**src/rtl/map_params.svh**
```systemverilog
`ifndef MAP_PARAMS_SVH
`define MAP_PARAMS_SVH
// time figures in nanoseconds, the overhead in microseconds
`define MAP_CLK_PERIOD_NS 10
`define MAP_MIN_DELAY_NS 200
`define MAP_DELAY_UNCERT_NS 100
`define MAP_OVERHEAD_US 140
`define MAP_NS_PER_US 1000
`define MAP_DELAY_W 24
`define MAP_TIME_W 32
`endif

```
**src/rtl/map_pkg.sv**
```systemverilog
package map_pkg;
  // measurement control state
  typedef enum logic [2:0] {
    MAP_IDLE, MAP_DELAY, MAP_WAIT_TRIG, MAP_MEASURE, MAP_HOLD
  } map_state_t;
  // configuration set by the controller
  typedef struct packed {
    logic enable;
    logic arm_enable;
    logic common_input_routing;
    logic single_mode;
    logic [23:0] arm_delay;
    logic [31:0] meas_time;
  } map_cfg_t;
  // status shown outside
  typedef struct packed {
    logic busy;
    logic armed;
    logic measuring;
    logic holding;
  } map_status_t;
endpackage : map_pkg

```
**src/rtl/map_edge_sync.sv**
```systemverilog
`timescale 1ns/1ps
// two-flop synchroniser with rising edge pulse from the second stage
module map_edge_sync (
  input wire logic ref_clk,
  input wire logic rst_n,
  input wire logic async_in,
  output logic rise
);
  logic meta;
  logic sync;
  logic sync_d;

  // first stage is read only by the second
  always_ff @(posedge ref_clk or negedge rst_n) begin
    if (!rst_n) begin
      meta <= 1'b0;
      sync <= 1'b0;
      sync_d <= 1'b0;
    end else begin
      meta <= async_in;
      sync <= meta;
      sync_d <= sync;
    end
  end

  // edge register keeps the output straight from a flop
  always_ff @(posedge ref_clk or negedge rst_n) begin
    if (!rst_n) begin
      rise <= 1'b0;
    end else begin
      rise <= sync & ~sync_d;
    end
  end
endmodule : map_edge_sync

```
**src/rtl/map_arm_pace.sv**
```systemverilog
`timescale 1ns/1ps
`include "map_params.svh"

module map_arm_pace
  import map_pkg::*;
#(
  parameter int CLK_NS = `MAP_CLK_PERIOD_NS,
  parameter int OVERHEAD_CYC = (`MAP_OVERHEAD_US * `MAP_NS_PER_US) / `MAP_CLK_PERIOD_NS
) (
  input wire logic ref_clk,
  input wire logic rst_n,
  input wire map_cfg_t cfg,
  input wire logic ext_arm,
  input wire logic meas_sig,
  input wire logic prescaler_go,
  input wire logic prescaler_in,
  output logic gated_count,
  output logic meas_start,
  output logic meas_gate,
  output map_status_t status
);
  localparam int MIN_DELAY_CYC = (`MAP_MIN_DELAY_NS + CLK_NS - 1) / CLK_NS;
  localparam int UNCERT_CYC = `MAP_DELAY_UNCERT_NS / CLK_NS;

  initial begin
    if (CLK_NS < 1 || UNCERT_CYC < 1 || OVERHEAD_CYC < 1) begin
      $error("map_arm_pace: clock period unsupported");
    end
  end

  logic ext_rise;
  logic sig_rise;
  logic go_s0;
  logic go_s1;
  logic arm_event;
  logic [`MAP_DELAY_W-1:0] delay_cnt;
  logic [`MAP_DELAY_W-1:0] delay_load;
  logic [`MAP_TIME_W-1:0] time_cnt;
  logic [`MAP_TIME_W-1:0] hold_load;
  logic [`MAP_DELAY_W-1:0] dly_seen;
  map_state_t state;

  map_edge_sync u_ext (
    .ref_clk(ref_clk),
    .rst_n(rst_n),
    .async_in(ext_arm),
    .rise(ext_rise)
  );
  map_edge_sync u_sig (
    .ref_clk(ref_clk),
    .rst_n(rst_n),
    .async_in(meas_sig),
    .rise(sig_rise)
  );

  // go detector level passes two flops
  always_ff @(posedge ref_clk or negedge rst_n) begin
    if (!rst_n) begin
      go_s0 <= 1'b0;
      go_s1 <= 1'b0;
    end else begin
      go_s0 <= prescaler_go;
      go_s1 <= go_s1 ^ (go_s0 ^ go_s1);
    end
  end

  // arming source: external sync or measured signal via common routing
  assign arm_event = cfg.common_input_routing ? sig_rise : ext_rise;

  // delay clamp; one cycle resolution is well inside the placement bound
  assign delay_load = (cfg.arm_delay < `MAP_DELAY_W'(MIN_DELAY_CYC)) ?
                      `MAP_DELAY_W'(MIN_DELAY_CYC) : cfg.arm_delay;

  // single mode holds for the set time, free run adds overhead
  assign hold_load = cfg.single_mode ? cfg.meas_time :
                     (cfg.meas_time + `MAP_TIME_W'(OVERHEAD_CYC));

  // main sequencer; arming in busy states falls through unused
  always_ff @(posedge ref_clk or negedge rst_n) begin
    if (!rst_n) begin
      state <= MAP_IDLE;
      delay_cnt <= '0;
    end else begin
      unique case (state)
        MAP_IDLE: begin
          if (cfg.enable) begin
            if (!cfg.arm_enable) begin
              state <= MAP_WAIT_TRIG;
            end else if (arm_event) begin
              state <= MAP_DELAY;
              delay_cnt <= delay_load;
            end
          end
        end
        MAP_DELAY: begin
          if (delay_cnt <= `MAP_DELAY_W'(1)) begin
            state <= MAP_WAIT_TRIG;
          end else begin
            delay_cnt <= delay_cnt - `MAP_DELAY_W'(1);
          end
        end
        MAP_WAIT_TRIG: begin
          if (!cfg.enable) begin
            state <= MAP_IDLE;
          end else if (sig_rise) begin
            state <= MAP_MEASURE;
          end
        end
        MAP_MEASURE: begin
          if (time_cnt <= `MAP_TIME_W'(1)) begin
            state <= MAP_HOLD;
          end
        end
        MAP_HOLD: begin
          if (time_cnt <= `MAP_TIME_W'(1)) begin
            state <= MAP_IDLE;
          end
        end
      endcase
    end
  end

  // measurement and hold timer
  always_ff @(posedge ref_clk or negedge rst_n) begin
    if (!rst_n) begin
      time_cnt <= '0;
    end else if (state == MAP_WAIT_TRIG && sig_rise && cfg.enable) begin
      time_cnt <= cfg.meas_time;
    end else if (state == MAP_MEASURE && time_cnt <= `MAP_TIME_W'(1)) begin
      time_cnt <= hold_load;
    end else if (time_cnt != '0) begin
      time_cnt <= time_cnt - `MAP_TIME_W'(1);
    end
  end

  // start pulse, gate and go gating outputs
  always_ff @(posedge ref_clk or negedge rst_n) begin
    if (!rst_n) begin
      meas_start <= 1'b0;
      meas_gate <= 1'b0;
      gated_count <= 1'b0;
    end else begin
      meas_start <= (state == MAP_WAIT_TRIG) && sig_rise && cfg.enable;
      meas_gate <= (state == MAP_MEASURE);
      gated_count <= prescaler_in & (go_s1 | cfg.arm_enable);
    end
  end

  // status flags
  always_ff @(posedge ref_clk or negedge rst_n) begin
    if (!rst_n) begin
      status <= '0;
    end else begin
      status.busy <= (state != MAP_IDLE);
      status.armed <= (state == MAP_WAIT_TRIG);
      status.measuring <= (state == MAP_MEASURE);
      status.holding <= (state == MAP_HOLD);
    end
  end

  // cycles already spent in the delay state; a counter keeps the
  // minimum delay check cheap instead of a long repetition
  always_ff @(posedge ref_clk or negedge rst_n) begin
    if (!rst_n) begin
      dly_seen <= '0;
    end else if (state == MAP_DELAY) begin
      dly_seen <= dly_seen + `MAP_DELAY_W'(1);
    end else begin
      dly_seen <= '0;
    end
  end

  // checks
  property p_start_needs_trig;
    @(posedge ref_clk) disable iff (!rst_n)
      meas_start |-> $past(state) == MAP_WAIT_TRIG && $past(sig_rise);
  endproperty
  a_start_needs_trig: assert property (p_start_needs_trig)
    else $error("start without trigger");

  property p_unarmed_wait;
    @(posedge ref_clk) disable iff (!rst_n)
      (state == MAP_IDLE && cfg.enable && !cfg.arm_enable) |=> state == MAP_WAIT_TRIG;
  endproperty
  a_unarmed_wait: assert property (p_unarmed_wait)
    else $error("unarmed did not wait for trigger");

  property p_go_block;
    @(posedge ref_clk) disable iff (!rst_n)
      (!go_s1 && !cfg.arm_enable) |=> !gated_count;
  endproperty
  a_go_block: assert property (p_go_block)
    else $error("prescaler passed without go");

  property p_go_bypass;
    @(posedge ref_clk) disable iff (!rst_n)
      (cfg.arm_enable && prescaler_in) |=> gated_count;
  endproperty
  a_go_bypass: assert property (p_go_bypass)
    else $error("arming did not bypass go gate");

  property p_min_delay;
    @(posedge ref_clk) disable iff (!rst_n)
      (state == MAP_DELAY && delay_cnt <= `MAP_DELAY_W'(1)) |->
        dly_seen >= MIN_DELAY_CYC - 1;
  endproperty
  a_min_delay: assert property (p_min_delay)
    else $error("arming delay too short");

  property p_delay_exit;
    @(posedge ref_clk) disable iff (!rst_n)
      (state == MAP_DELAY && delay_cnt <= `MAP_DELAY_W'(1)) |=> state == MAP_WAIT_TRIG;
  endproperty
  a_delay_exit: assert property (p_delay_exit)
    else $error("delay expiry late");

  property p_hold_load;
    @(posedge ref_clk) disable iff (!rst_n)
      (state == MAP_MEASURE && time_cnt <= `MAP_TIME_W'(1)) |=>
        time_cnt == $past(hold_load) && state == MAP_HOLD;
  endproperty
  a_hold_load: assert property (p_hold_load)
    else $error("hold period wrong");

  property p_overhead;
    @(posedge ref_clk) disable iff (!rst_n)
      !cfg.single_mode |-> hold_load == cfg.meas_time + `MAP_TIME_W'(OVERHEAD_CYC);
  endproperty
  a_overhead: assert property (p_overhead)
    else $error("free run overhead missing");

  property p_ignore_busy;
    @(posedge ref_clk) disable iff (!rst_n)
      (state == MAP_HOLD && time_cnt > `MAP_TIME_W'(1)) |=> state == MAP_HOLD;
  endproperty
  a_ignore_busy: assert property (p_ignore_busy)
    else $error("arming accepted while busy");

  property p_start_once;
    @(posedge ref_clk) disable iff (!rst_n)
      meas_start |=> !meas_start;
  endproperty
  a_start_once: assert property (p_start_once)
    else $error("start pulse longer than one cycle");

  property p_gate_follow;
    @(posedge ref_clk) disable iff (!rst_n)
      (state == MAP_MEASURE) |=> meas_gate;
  endproperty
  a_gate_follow: assert property (p_gate_follow)
    else $error("gate missing during measurement");

  property p_delay_load;
    @(posedge ref_clk) disable iff (!rst_n)
      (state == MAP_IDLE && cfg.enable && cfg.arm_enable && arm_event) |=>
        state == MAP_DELAY && delay_cnt == $past(delay_load);
  endproperty
  a_delay_load: assert property (p_delay_load)
    else $error("arming pulse not taken");

  property p_common_src;
    @(posedge ref_clk) disable iff (!rst_n)
      (cfg.common_input_routing && cfg.enable && cfg.arm_enable &&
       state == MAP_IDLE && sig_rise) |=> state == MAP_DELAY;
  endproperty
  a_common_src: assert property (p_common_src)
    else $error("measured input did not arm");

  property p_delay_ignore;
    @(posedge ref_clk) disable iff (!rst_n)
      (state == MAP_DELAY && delay_cnt > `MAP_DELAY_W'(1)) |=> state == MAP_DELAY;
  endproperty
  a_delay_ignore: assert property (p_delay_ignore)
    else $error("delay cut short");

  property p_measure_len;
    @(posedge ref_clk) disable iff (!rst_n)
      (state == MAP_MEASURE && time_cnt > `MAP_TIME_W'(1)) |=> state == MAP_MEASURE;
  endproperty
  a_measure_len: assert property (p_measure_len)
    else $error("measurement ended early");

  property p_enable_drop;
    @(posedge ref_clk) disable iff (!rst_n)
      (state == MAP_WAIT_TRIG && !cfg.enable) |=> state == MAP_IDLE;
  endproperty
  a_enable_drop: assert property (p_enable_drop)
    else $error("disable did not return to idle");

  property p_status_busy;
    @(posedge ref_clk) disable iff (!rst_n)
      (state != MAP_IDLE) |=> status.busy;
  endproperty
  a_status_busy: assert property (p_status_busy)
    else $error("busy flag missing");

  c_free_hold: cover property (@(posedge ref_clk) disable iff (!rst_n)
    !cfg.single_mode && state == MAP_HOLD);
  c_gate_bypass: cover property (@(posedge ref_clk) disable iff (!rst_n)
    cfg.arm_enable && prescaler_in && !go_s1);
  c_armed_start: cover property (@(posedge ref_clk) disable iff (!rst_n)
    state == MAP_DELAY ##[1:1000] meas_start);
  c_common: cover property (@(posedge ref_clk) disable iff (!rst_n)
    cfg.common_input_routing && state == MAP_DELAY);
  c_hold_done: cover property (@(posedge ref_clk) disable iff (!rst_n)
    state == MAP_HOLD ##1 state == MAP_IDLE);
endmodule : map_arm_pace

```
**config.mk**
```make
export PLATFORM = sky130hd
export DESIGN_NAME = map_arm_pace
export DESIGN_NICKNAME = d
export VERILOG_FILES = /design/src/rtl/map_pkg.sv /design/src/rtl/map_edge_sync.sv /design/src/rtl/map_arm_pace.sv
export VERILOG_INCLUDE_DIRS = /design/src /design/src/rtl
export SDC_FILE = /design/constraint.sdc
export NUM_CORES = 1
export LEC_CHECK = 0
export BUFFER_PORTS_ARGS = -buffer_cell sky130_fd_sc_hd__buf_4
export CAP_MARGIN = 20
export CORE_MARGIN = 2
export CORE_UTILIZATION = 55
export DETAILED_ROUTE_END_ITERATION = 7
export GPL_TIMING_DRIVEN = 0
export PLACE_DENSITY = 0.77
export SYNTH_ARGS = -nofsm -noshare
export SYNTH_HDL_FRONTEND = slang
export SYNTH_HIERARCHICAL = 1
export SYNTH_SLANG_ARGS = --single-unit
export TNS_END_PERCENT = 50
```
**constraint.sdc**
```tcl
create_clock -name ref_clk -period 5.4 [get_ports ref_clk]
set_input_delay 0.54 -clock ref_clk [delete_from_list [all_inputs] [get_ports ref_clk]]
set_output_delay 0.54 -clock ref_clk [all_outputs]
set_load 0.05 [all_outputs]
```
# Word level (Yosys, flattened, before mapping)
# Index checks and enable logic that the tools add are counted.
word_totals:
  regBits: 75
  output_inout_bits: 7
op_classes:
  eq_ne: 13
  n_reduce_logical: 10
  muxes: 20
  addsub: 3
  bitwise_logic: 8
  magnitude_cmp: 3
ops:
  columns: ["cell", "count"]
  rows:
  - ["$mux W32", 4]
  - ["$mux W24", 5]
  - ["$pmux W24 S2", 1]
  - ["$add A32 B14 Y32 const B", 1]
  - ["$le A32 B1 Y1 const B", 1]
  - ["$reduce_bool A32 Y1", 1]
  - ["$sub A32 B1 Y32 const B", 1]
  - ["$le A24 B1 Y1 const B", 1]
  - ["$lt A24 B5 Y1 const B", 1]
  - ["$mux W3", 8]
  - ["$sub A24 B1 Y24 const B", 1]
  - ["$pmux W3 S5", 1]
  - ["$ne A2 B2 Y1 const B", 7]
  - ["$eq A3 B2 Y1 const B", 2]
  - ["$reduce_and A6 Y1", 1]
  - ["$reduce_bool A3 Y1", 2]
  - ["$reduce_and A5 Y1", 1]
  - ["$and A1 B1 Y1", 3]
  - ["$eq A3 B1 Y1 const B", 1]
  - ["$eq A3 B3 Y1 const B", 1]
  - ["$logic_and A1 B1 Y1", 3]
  - ["$logic_not A3 Y1", 1]
  - ["$ne A3 B2 Y1 const B", 1]
  - ["$ne A3 B3 Y1 const B", 1]
  - ["other kinds (5)", 7]

# Depth between registers and ports, before layout
# Gate-level depths: netlist (run 1).
depth:
  word_depth: 6
  ltp_mapped: 10
  mapped_depth_nobuf: 8

# Hierarchy
# Netlist (run 1), hierarchy kept.
modules_own_cells:
  columns: ["module", "n_inst", "cells_per_inst", "area_each_um2"]
  rows:
  - ["map_arm_pace", 1, 626, 4934.7]
  - ["map_edge_sync", 2, 5, 113.9]

# Worst setup path after synthesis (run 1)
# Ideal clock, no wire load.
synth_path:
  path_type: "register to register"
  from: "register delay_cnt[8]"
  to: "register delay_cnt[23]"
  n_path_buf: 1
  arrival_time_ns: 2.208
  stages_incl_launch_ff: 7
  setup_slack_ns: 3.055
  setup_ns: 0.137
  synth_period_minus_slack_ns: 2.345
  cell_sequence: "dfrtp_1 or4_4 or4b_4 or3_1 buf_6 o32ai_2 a21oi_1"
synth_between:
  elab_chain_len: 3
synth_lines:
  columns: ["element", "line", "text"]
  rows:
  - ["from (decl)", "map_arm_pace.sv:36", "logic [`MAP_DELAY_W-1:0] delay_cnt;"]
  - ["from (signal assigned)", "map_arm_pace.sv:91", "delay_cnt <= delay_load;"]
  - ["from (signal assigned)", "map_arm_pace.sv:99", "delay_cnt <= delay_cnt - `MAP_DELAY_W'(1);"]
  - ["$sub A24 B1 Y24 or $le A24 B1 Y1 (tied branches)", "map_arm_pace.sv:99, map_arm_pace.sv:96", null]
  - ["$mux W24 or $ne A2 B2 Y1 (tied branches)", null, null]
  - ["$pmux W24 S2 or $reduce_and A5 Y1 (tied branches)", null, null]
# Parallel ways exist; a longest one is shown, timed or not. The select of a mux whose other input is x is not followed.
# A chain may end at the register's enable or synchronous reset.

# Worst setup path after layout (run 1)
layout_path:
  from: "register time_cnt[0]"
  to: "register time_cnt[1]"
layout_between:
  elab_chain_len: 4
layout_lines:
  columns: ["element", "line", "text"]
  rows:
  - ["from (decl)", "map_arm_pace.sv:38", "logic [`MAP_TIME_W-1:0] time_cnt;"]
  - ["from (signal assigned)", "map_arm_pace.sv:128", "time_cnt <= cfg.meas_time;"]
  - ["from (signal assigned)", "map_arm_pace.sv:130", "time_cnt <= hold_load;"]
  - ["from (signal assigned)", "map_arm_pace.sv:132", "time_cnt <= time_cnt - `MAP_TIME_W'(1);"]
  - ["$sub A32 B1 Y32 or $le A32 B1 Y1 (tied branches)", "map_arm_pace.sv:132, map_arm_pace.sv:129", null]
  - ["$mux W32 or $logic_and A1 B1 Y1 (tied branches)", "map_arm_pace.sv:131, map_arm_pace.sv:129", null]
  - ["$mux W32", "map_arm_pace.sv:129", "end else if (state == MAP_MEASURE && time_cnt <= `MAP_TIME_W'(1)) begin"]
  - ["$mux W32", "map_arm_pace.sv:127", "end else if (state == MAP_WAIT_TRIG && sig_rise && cfg.enable) begin"]
# Parallel ways exist; a longest one is shown, timed or not. The select of a mux whose other input is x is not followed.

==> flow_metrics.tcl, run 1 <==
set metrics [dict create \
    grt_antenna_before_repair 0 \
    clkLatencyLatePin_ns 0.38 \
    outcome "finished clean" \
    fin_tns_setup_ns 0 \
    ys_ff_latch 75 \
    final-seq-area_um2 1880 \
    max_stage_delay_ns 0.75 \
    via_per_inst 6.62 \
    drtPass1Iterations 8 \
    syn_avg_cell_area_um2 8.12 \
    slowest_stage "nor3b_1" \
    io_buffers 72 \
    core_area_um2 9150 \
    cp_top_family "simple AND/OR/NAND/NOR gates" \
    crit_arrival_ns 3.28 \
    initial_core_util 0.564 \
    cts_buffers 9 \
    grt.total_usage 0.343 \
    die_area_um2 10200 \
    layout_min_cycle_time_ns 3.03 \
    p_leak_nw 2.48 \
    critPathBufInv 2 \
    clockBufferDepth 2 \
    cts_root_buffer "clkbuf_8" \
    vdd.ir_drop.worst_mv 0.171 \
    cts_setup_buffers 0 \
    fillers 799 \
    cp-end-kind "flip-flop" \
    cts_resized 0 \
    yosys_most_used_dff "dfrtp_1" \
    pwr_density_cell_nw_per_um2 218 \
    slew_violations 0 \
    required_ns 5.65 \
    num_vias 5526 \
    wl_per_cell_um 20.3 \
    synthCells 636 \
    synth_edf_count 0 \
    clkSlewWorstSetupHoldPaths_ns 0.11 \
    finalHoldViolCount 0 \
    layout-drive-gt1-share 0.162 \
    syn_nets 707 \
    grt_max_degree 76 \
    final_cell_mix "dfrtp_1 (75), buf_4 (74), a21oi_1 (62)" \
    fin_worst_skew_ns 0.0162 \
    crit_type "reg2reg" \
    synth_area_um2 5160 \
    htree_levels 3 \
    nNetsFinal 790 \
    tritoncts "built" \
    die_width_um 101 \
    drc_errors 0 \
    hold_path_class "in2async" \
    n_antenna_cell 0 \
    rows 35 \
    setup.worst_path.start_class "flip-flop" \
    fin_crit_sh 0.562 \
    final_common_cell "dfrtp_1" \
    rsz0062_at_grt "false" \
    relSlewSlack 0.346 \
    ioPinCount 73 \
    area_growth_pct 17.1 \
    fmax_mhz 330 \
    maxCapViolCount 0 \
    first_global_vias 5292 \
    tightestPinTransition_ns 0.981 \
    setup_viol_count_final 0 \
    totalWireLength_um 17000 \
    hpwl_um 12300 \
    dpl_cell_area_um2 5840 \
    postCtsHoldBufs 0 \
    drtIter0Drc 464 \
    multi_input_area_um2 3060 \
    crit_chain "inv_1, ha_1, nor3b_1, nand2_1, nor4_1, buf_2, o21ai_0" \
    drtAntennaViolNets 0 \
    die_h_um 101 \
    grt_pass1_wl_um 27000 \
    globalplace.congestion 1.01 \
    ys_seq_area_frac 0.364 \
    cp_max_fo 10 \
    synth_cell_type_count 71 \
    clock-sinks 75 \
    yosys_warnings 6 \
    grt_overflow 0 \
    fin_area_um2 6050 \
    async_flop_share 1.00 \
]
==> metrics by stage <==
stage | setup slack (ns) | util | std cells | total power [mW] | hold WS (ns)
4_1_cts | 2.44 | 0.661 | 835 | 1.32 | 0.259
3_3_place_gp | 2.40 | 0.638 | 819 | 0.867 | 0.340
3_5_place_dp | 2.47 | 0.638 | 819 | 0.872 | 0.343
6_report | 2.37 | 0.661 | 835 | 1.32 | 0.273
5_1_grt | 2.21 | 0.661 | 835 | 1.38 | 0.251
2_1_floorplan | 3.06 | - | 636 | 0.770 | 0.244
==> sequential cells by signal, summed over array words and instances (netlist names) <==
register      flops
u_sig/sync_d      1
gated_count       1
u_sig/meta        1
u_ext/rise        1
meas_start        1
time_cnt         32
delay_cnt        24
u_sig/rise        1
u_ext/sync_d      1
go_s1             1
go_s0             1
state             3
u_ext/sync        1
u_sig/sync        1
u_ext/meta        1
status            4
==> Yosys cell counts (all sizes together) (4+ instances only) <==
cell	n	area share
dfrtp	75	0.36
a22o	5	0.0085
nand2b	4	0.0048
nand4	13	0.016
nor3	41	0.042
a211oi	6	0.0087
xnor2	10	0.017
xor2	10	0.017
a31oi	9	0.011
clkbuf	22	0.016
nand2	49	0.036
o2bb2ai	6	0.010
a22oi	8	0.012
nor4	30	0.040
buf	13	0.015
inv	16	0.012
nand3b	4	0.0058
o31ai	6	0.0087
a21o	5	0.0073
nor2	52	0.039
a21oi	62	0.060
or4	12	0.018
and4	4	0.0068
o21ai	66	0.064
nand3	26	0.025
or3	8	0.0097
and3	5	0.0061
o21a	6	0.0087
ha	5	0.012
==> worst paths after layout <==
kind / to / slack, ns / depth (start not counted) / from
worst max-delay path: time_cnt[1] / 2.37 / 7 / time_cnt[0]
worst max register to register: time_cnt[1] / 2.37 / 7 / time_cnt[0]
worst min-delay path: time_cnt[31] / 0.27 / 1 / rst_n
max in group asynchronous: status[0] / 4.44 / 1 / rst_n
min in group ref_clk: u_ext/meta / 0.27 / 1 / ext_arm
worst min register to register: u_sig/sync / 0.36 / 0 / u_sig/meta
==> layout make-up <==
cell class,instances,share of cell area
Tap cell,111,0.0230
Inverter,17,0.0106
Sequential cell,75,0.310
Buffer,35,0.0263
Timing Repair Buffer,72,0.0894
Clock inverter,7,0.0132
Clock buffer,9,0.0205
Multi-Input combinational cell,509,0.507
==> report_power, final <==
part / switching (mW) / internal [mW] / total [mW]
Sequential: 0.0483 / 0.596 / 0.645
Clock: 0.271 / 0.183 / 0.455
Combinational: 0.118 / 0.103 / 0.220
==> kinds of logic after synthesis <==
group                    Yosys count  share of synthesized area
AND/OR/NAND/NOR                  267                      0.282
AO/OA/AOI/OAI                    215                      0.262
flip-flops                        75                      0.364
buffers and inverters             52                     0.0431
XOR/XNOR                          20                     0.0339
adder cells (fa/ha/maj)            5                     0.0121
multiplexers                       2                    0.00388
==> metal layers <==
metal | share of wire | GRT usage | vias up
li1 | - | - | 2583
met1 | 0.39 | 0.438 | 2554
met2 | 0.48 | 0.569 | 345
met3 | 0.095 | 0.0631 | 44
met4 | 0.029 | 0.145 | 0
met5 | 0 | 0 | -
(Power assumes the default switching activity.)
==> inputs of run 2 (changes only) <==
- clock period: 5.4 -> 2.9 ns (I/O delays scaled with it)
==> flow_metrics.tcl, run 2 (synthesized netlist as in run 1, its figures left out) <==
set metrics [dict create \
    largest-register "time_cnt" \
    finalHoldViolCount 0 \
    rsz0062_at_grt "false" \
    first_global_vias 5288 \
    reg2reg_to "time_cnt[1]" \
    drtAntennaViolNets 0 \
    pwr_density_cell_nw_per_um2 404 \
    fin_tns_setup_ns 0 \
    hpwl_um 12300 \
    setup.worst_path.start_class "flip-flop" \
    fillers 797 \
    setup_viol_count_final 0 \
    hold_ws_ns 0.0277 \
    cp_max_fo 10 \
    hold_path_class "in2reg" \
    required_ns 3.14 \
    final_cell_mix "buf_4 (79), dfrtp_1 (75), a21oi_1 (62)" \
    die_area_um2 10200 \
    wl_per_cell_um 20.4 \
    crit_end "time_cnt[1]" \
    cp-end-kind "flip-flop" \
    final_common_cell "buf_4" \
    top_regs "time_cnt (32), delay_cnt (24), status (4)" \
    totalWireLength_um 17100 \
    area_growth_pct 18.6 \
    tritoncts "built" \
    largest_reg_flops 32 \
    setup_ws_ns 0.105 \
    worstRegToRegCells 7 \
    fin_worst_skew_ns 0.0168 \
    core_area_um2 9150 \
    via_per_inst 6.70 \
    drtIter0Drc 452 \
    htree_levels 3 \
    clockBufferDepth 2 \
    r2r-start "state[0]" \
    regToRegSetupSlack_ns 0.10 \
    ioPinCount 73 \
    holdPathStages 1 \
    grt.total_usage 0.344 \
    grt_antenna_before_repair 0 \
    p_leak_nw 2.53 \
    fin_crit_sh 0.964 \
    outcome "finished clean" \
    layout_min_cycle_time_ns 2.80 \
    relSlewSlack 0.343 \
    cts_root_buffer "clkbuf_8" \
    clkLatencyLatePin_ns 0.37 \
    vdd.ir_drop.worst_mv 0.321 \
    clock-sinks 75 \
    pre_cts_slack_ns -0.0272 \
    maxCapViolCount 0 \
    crit_arrival_ns 3.04 \
    cts_buffers 9 \
    globalplace.congestion 1.01 \
    layout-drive-gt1-share 0.177 \
    grt_overflow 0 \
    die_h_um 101 \
    slew_violations 0 \
    initial_core_util 0.564 \
    grt_max_degree 76 \
    crit_start "state[0]" \
    nNetsFinal 793 \
    n_antenna_cell 0 \
    drc_errors 0 \
    num_vias 5617 \
    io_buffers 72 \
    fmax_mhz 358 \
    tightestPinTransition_ns 0.986 \
    die_width_um 101 \
    rows 35 \
    grt_pass1_wl_um 27100 \
    drtPass1Iterations 5 \
    crit_type "reg2reg" \
    clkSlewWorstSetupHoldPaths_ns 0.09 \
]
-- run 2: cell types whose count changed in the layout (fill, tap and decap cells not counted), moves of 2 or more --
cell,delta
clkbuf_1,-5
nor4_4,+2
clkbuf_2,+3
buf_4,+5
nor4_1,-3
-- run 2: per-stage QoR --
step           instances  total power [mW]  instance area, um^2  utilization
4_1_cts              835              2.46                 6060        0.662
2_1_floorplan        636              1.43                 5160            -
3_5_place_dp         819              1.62                 5840        0.638
3_3_place_gp         819              1.61                 5840        0.638
5_1_grt              838              2.59                 6120        0.669
6_report             838              2.48                 6120        0.669
-- run 2: area by class of cell --
type / instances / area (um^2) / area share
repair buffers: 76 / 571 / 0.0932
inverters: 17 / 63.8 / 0.0104
clock inverters: 7 / 80.1 / 0.0131
multi-input cells: 509 / 3110 / 0.507
plain buffers: 34 / 161 / 0.0264
well taps: 111 / 139 / 0.0227
flip-flops and latches: 75 / 1880 / 0.307
clock buffers: 9 / 124 / 0.0202
-- run 2: repair_timing --
action / CTS / global route
setup buffers: 0 / 4
setup endpoints to repair: 18 / 28
hold buffers: 0 / 0
resized for setup: 3 / 13
pin swaps: 0 / 2
-- run 2: worst min path at each step --
stage,start,endpoint
5_1_grt,meas_sig,u_sig/meta
3_3_place_gp,u_ext/meta,u_ext/sync
2_1_floorplan,rst_n,delay_cnt[0]
4_1_cts,meas_sig,u_sig/meta
6_report,ext_arm,u_ext/meta
3_5_place_dp,u_ext/meta,u_ext/sync
-- run 2: metal layers --
metal	vias to the layer above	wire length, um	GRT usage
li1	2596	-	-
met1	2603	6510	0.438
met2	348	8190	0.572
met3	70	1710	0.0624
met4	0	710	0.146
met5	-	0	0
-- run 2: power breakdown --
group | internal [mW] | switching (mW)
Sequential | 1.11 | 0.103
Combinational | 0.196 | 0.224
Clock | 0.342 | 0.500
Total | 1.65 | 0.828
-- run 2: critical path: stages, from the launching register on --
cell	delay, ns
dfrtp_1	0.33
clkbuf_1	0.27
nor3_1	0.11
nand3_1	0.44
clkinv_1	0.44
nor4_2	0.54
buf_2	0.39
o21ai_0	0.15
==> inputs of run 3 (changes only) <==
--- a/config.mk
+++ b/config.mk
@@ -7,5 +7,6 @@
 export NUM_CORES = 1
 export LEC_CHECK = 0
-export BUFFER_PORTS_ARGS = -buffer_cell sky130_fd_sc_hd__buf_4
+export ABC_AREA = 1
+export BUFFER_PORTS_ARGS = -buffer_cell sky130_fd_sc_hd__clkbuf_2
 export CAP_MARGIN = 20
 export CORE_MARGIN = 2
@@ -13,5 +14,5 @@
 export DETAILED_ROUTE_END_ITERATION = 7
 export GPL_TIMING_DRIVEN = 0
-export PLACE_DENSITY = 0.77
+export PLACE_DENSITY = 0.76
 export SYNTH_ARGS = -nofsm -noshare
 export SYNTH_HDL_FRONTEND = slang
==> constraint.sdc (replaced) <==
create_clock -name ref_clk -period 2.9 [get_ports ref_clk]
set_input_delay 0.29 -clock ref_clk [delete_from_list [all_inputs] [get_ports ref_clk]]
set_output_delay 0.29 -clock ref_clk [all_outputs]
set_load 0.005 [all_outputs]
==> flow_metrics.tcl, run 3 <==
set metrics [dict create \
    cts_resized 0 \
    async_flop_share 1.00 \
    grt_max_degree 51 \
    yosys_warnings 6 \
    num_vias 6348 \
    cts_buffers 9 \
    yosysTopAreaCell "dfrtp_1" \
    final_cells 1193 \
    hpwl_um 13100 \
    syn_nets 1036 \
    swShare 0.352 \
    via_per_inst 5.32 \
    cts_root_buffer "clkbuf_8" \
    ys_ff_latch 75 \
    initial_core_util 0.559 \
    cp-end-kind "flip-flop" \
    dpl_cell_area_um2 6590 \
    io_buffers 70 \
    p_leak_nw 3.34 \
    synthMostInstantiatedCell "nand2_1" \
    nNetsFinal 1119 \
    globalplace.congestion 0.943 \
    ys_seq_area_frac 0.311 \
    setup.worst_path.start_class "flip-flop" \
    postCtsHoldBufs 1 \
    final_common_cell "nand2_1" \
    setup_viol_count_final 0 \
    fin_crit_sh 0.753 \
    p_sw_mw 0.916 \
    maxCapViolCount 0 \
    clkSlewWorstSetupHoldPaths_ns 0.08 \
    wl_met1_um 7520 \
    synth_area_um2 6040 \
    p_total_mw 2.60 \
    rsz0062_at_grt "false" \
    placedCellCount 1176 \
    dr_wl_met3_um 926 \
    slew_violations 0 \
    seqPwrFrac 0.463 \
    synth_cell_type_count 44 \
    drtPass1Iterations 6 \
    largest-register "time_cnt" \
    totalWireLength_um 16700 \
    drc_errors 0 \
    fin_area_um2 6790 \
    finalHoldViolCount 0 \
    layout-drive-gt1-share 0.136 \
    combinationalPowerShare 0.243 \
    relSlewSlack 0.551 \
    clockPowerShare 0.294 \
    fmax_mhz 458 \
    first_global_vias 6000 \
    route.top_layer_used "met4" \
    die_width_um 109 \
    pwr_density_cell_nw_per_um2 383 \
    wl_per_cell_um 14.0 \
    yosys.area.top_type_share 0.311 \
    fin_tns_setup_ns 0 \
    cp_max_fo 10 \
    vdd.ir_drop.worst_mv 0.223 \
    die_area_um2 11800 \
    crit_type "reg2reg" \
    synthTopCellsByArea "dfrtp_1 (31%), nand2_1 (18%), nor2_1 (8.5%)" \
    largest_reg_flops 32 \
    grt_pass1_wl_um 27800 \
    synth_edf_count 0 \
    cts_setup_buffers 0 \
    yosys-top-cells-count "nand2_1 (295), nor2_1 (137), inv_1 (103), nand3_1 (77), dfrtp_1 (75)" \
    clock-sinks 75 \
    layout_min_cycle_time_ns 2.18 \
    grt.total_usage 0.299 \
    p_int_mw 1.68 \
    clockBufferDepth 2 \
    synthCells 965 \
    drtIter0Drc 448 \
    grt_overflow 0 \
    core_area_um2 10800 \
    syn_avg_cell_area_um2 6.26 \
    hold_path_class "in2reg" \
    die_h_um 109 \
    htree_levels 3 \
    tritoncts "built" \
    top_regs "time_cnt (32), delay_cnt (24), status (4)" \
    n_antenna_cell 0 \
    crit_arrival_ns 2.40 \
    area_growth_pct 12.4 \
    drtAntennaViolNets 0 \
    routed-wl-met2_um 7650 \
    grt_antenna_before_repair 0 \
    tightestPinTransition_ns 0.670 \
    ioPinCount 73 \
    final_cell_mix "nand2_1 (295), nor2_1 (137), inv_1 (103)" \
    yosys_most_used_dff "dfrtp_1" \
    clkLatencyLatePin_ns 0.36 \
    fin_worst_skew_ns 0.0115 \
    required_ns 3.12 \
    rows 38 \
    outcome "finished clean" \
]
==> run 3: power groups by stage <==
stage	clock, mW	sequential (mW)	combinational (mW)
finish	0.764	1.20	0.633
global route	0.821	1.22	0.729
CTS	0.775	1.20	0.629
detailed placement	0	1.22	0.624
global placement	0	1.22	0.608
floorplan	0	1.21	0.437
==> run 3: path summary, 6_finish.rpt <==
kind | slack (ns) | cells past startpoint | to | from
max | 0.72 | 10 | delay_cnt[1] | delay_cnt[0]
min | 0.03 | 1 | u_ext/meta | ext_arm
max reg2reg | 0.72 | 10 | delay_cnt[1] | delay_cnt[0]
min reg2reg | 0.35 | 0 | u_ext/sync | u_ext/meta
max in group asynchronous | 1.91 | 3 | u_sig/rise | rst_n
min in group asynchronous | 0.42 | 2 | time_cnt[5] | rst_n
==> run 3: cell type report <==
cell class                 count  area [um^2]
fill                        1090         4010
multi-input combinational    753         3580
clock inverter                 7         58.8
buffer                        26          151
sequential                    75         1880
clock buffer                   9          124
tap                          140          175
timing repair buffer          72          390
inverter                     111          424
==> run 3: cells by family (layout without fill, tap and decap cells) <==
family	Yosys count	in the layout	synth area share
AND/OR/NAND/NOR	581	581	0.417
buffers and inverters	137	225	0.0953
AO/OA/AOI/OAI	133	133	0.117
flip-flops	75	75	0.311
XOR/XNOR	34	34	0.0493
adder cells (fa/ha/maj)	5	5	0.0104
==> run 3: critical path, cell delays in order (launching register included) <==
cell,delay [ns]
dfrtp_1,0.44
inv_1,0.13
ha_1,0.31
inv_1,0.10
a211oi_1,0.26
nand2_1,0.11
nand2_1,0.09
nand2_1,0.11
clkbuf_1,0.27
nand2_1,0.13
o21ai_0,0.10
==> run 3: metal layers <==
metal	up-vias	GRT usage
met5	-	0
met4	0	0.133
met3	47	0.0353
met2	237	0.503
met1	2805	0.387
li1	3259	-
==> run 3: metrics by stage <==
step	worst slack (ns)	hold WS, ns	util
after floorplan	1.11	-0.00559	-
after global placement	0.728	0.333	0.608
after detailed placement	0.740	0.264	0.611
after CTS	0.718	0.0191	0.629
after global routing	0.498	0.0177	0.629
final	0.716	0.0312	0.629
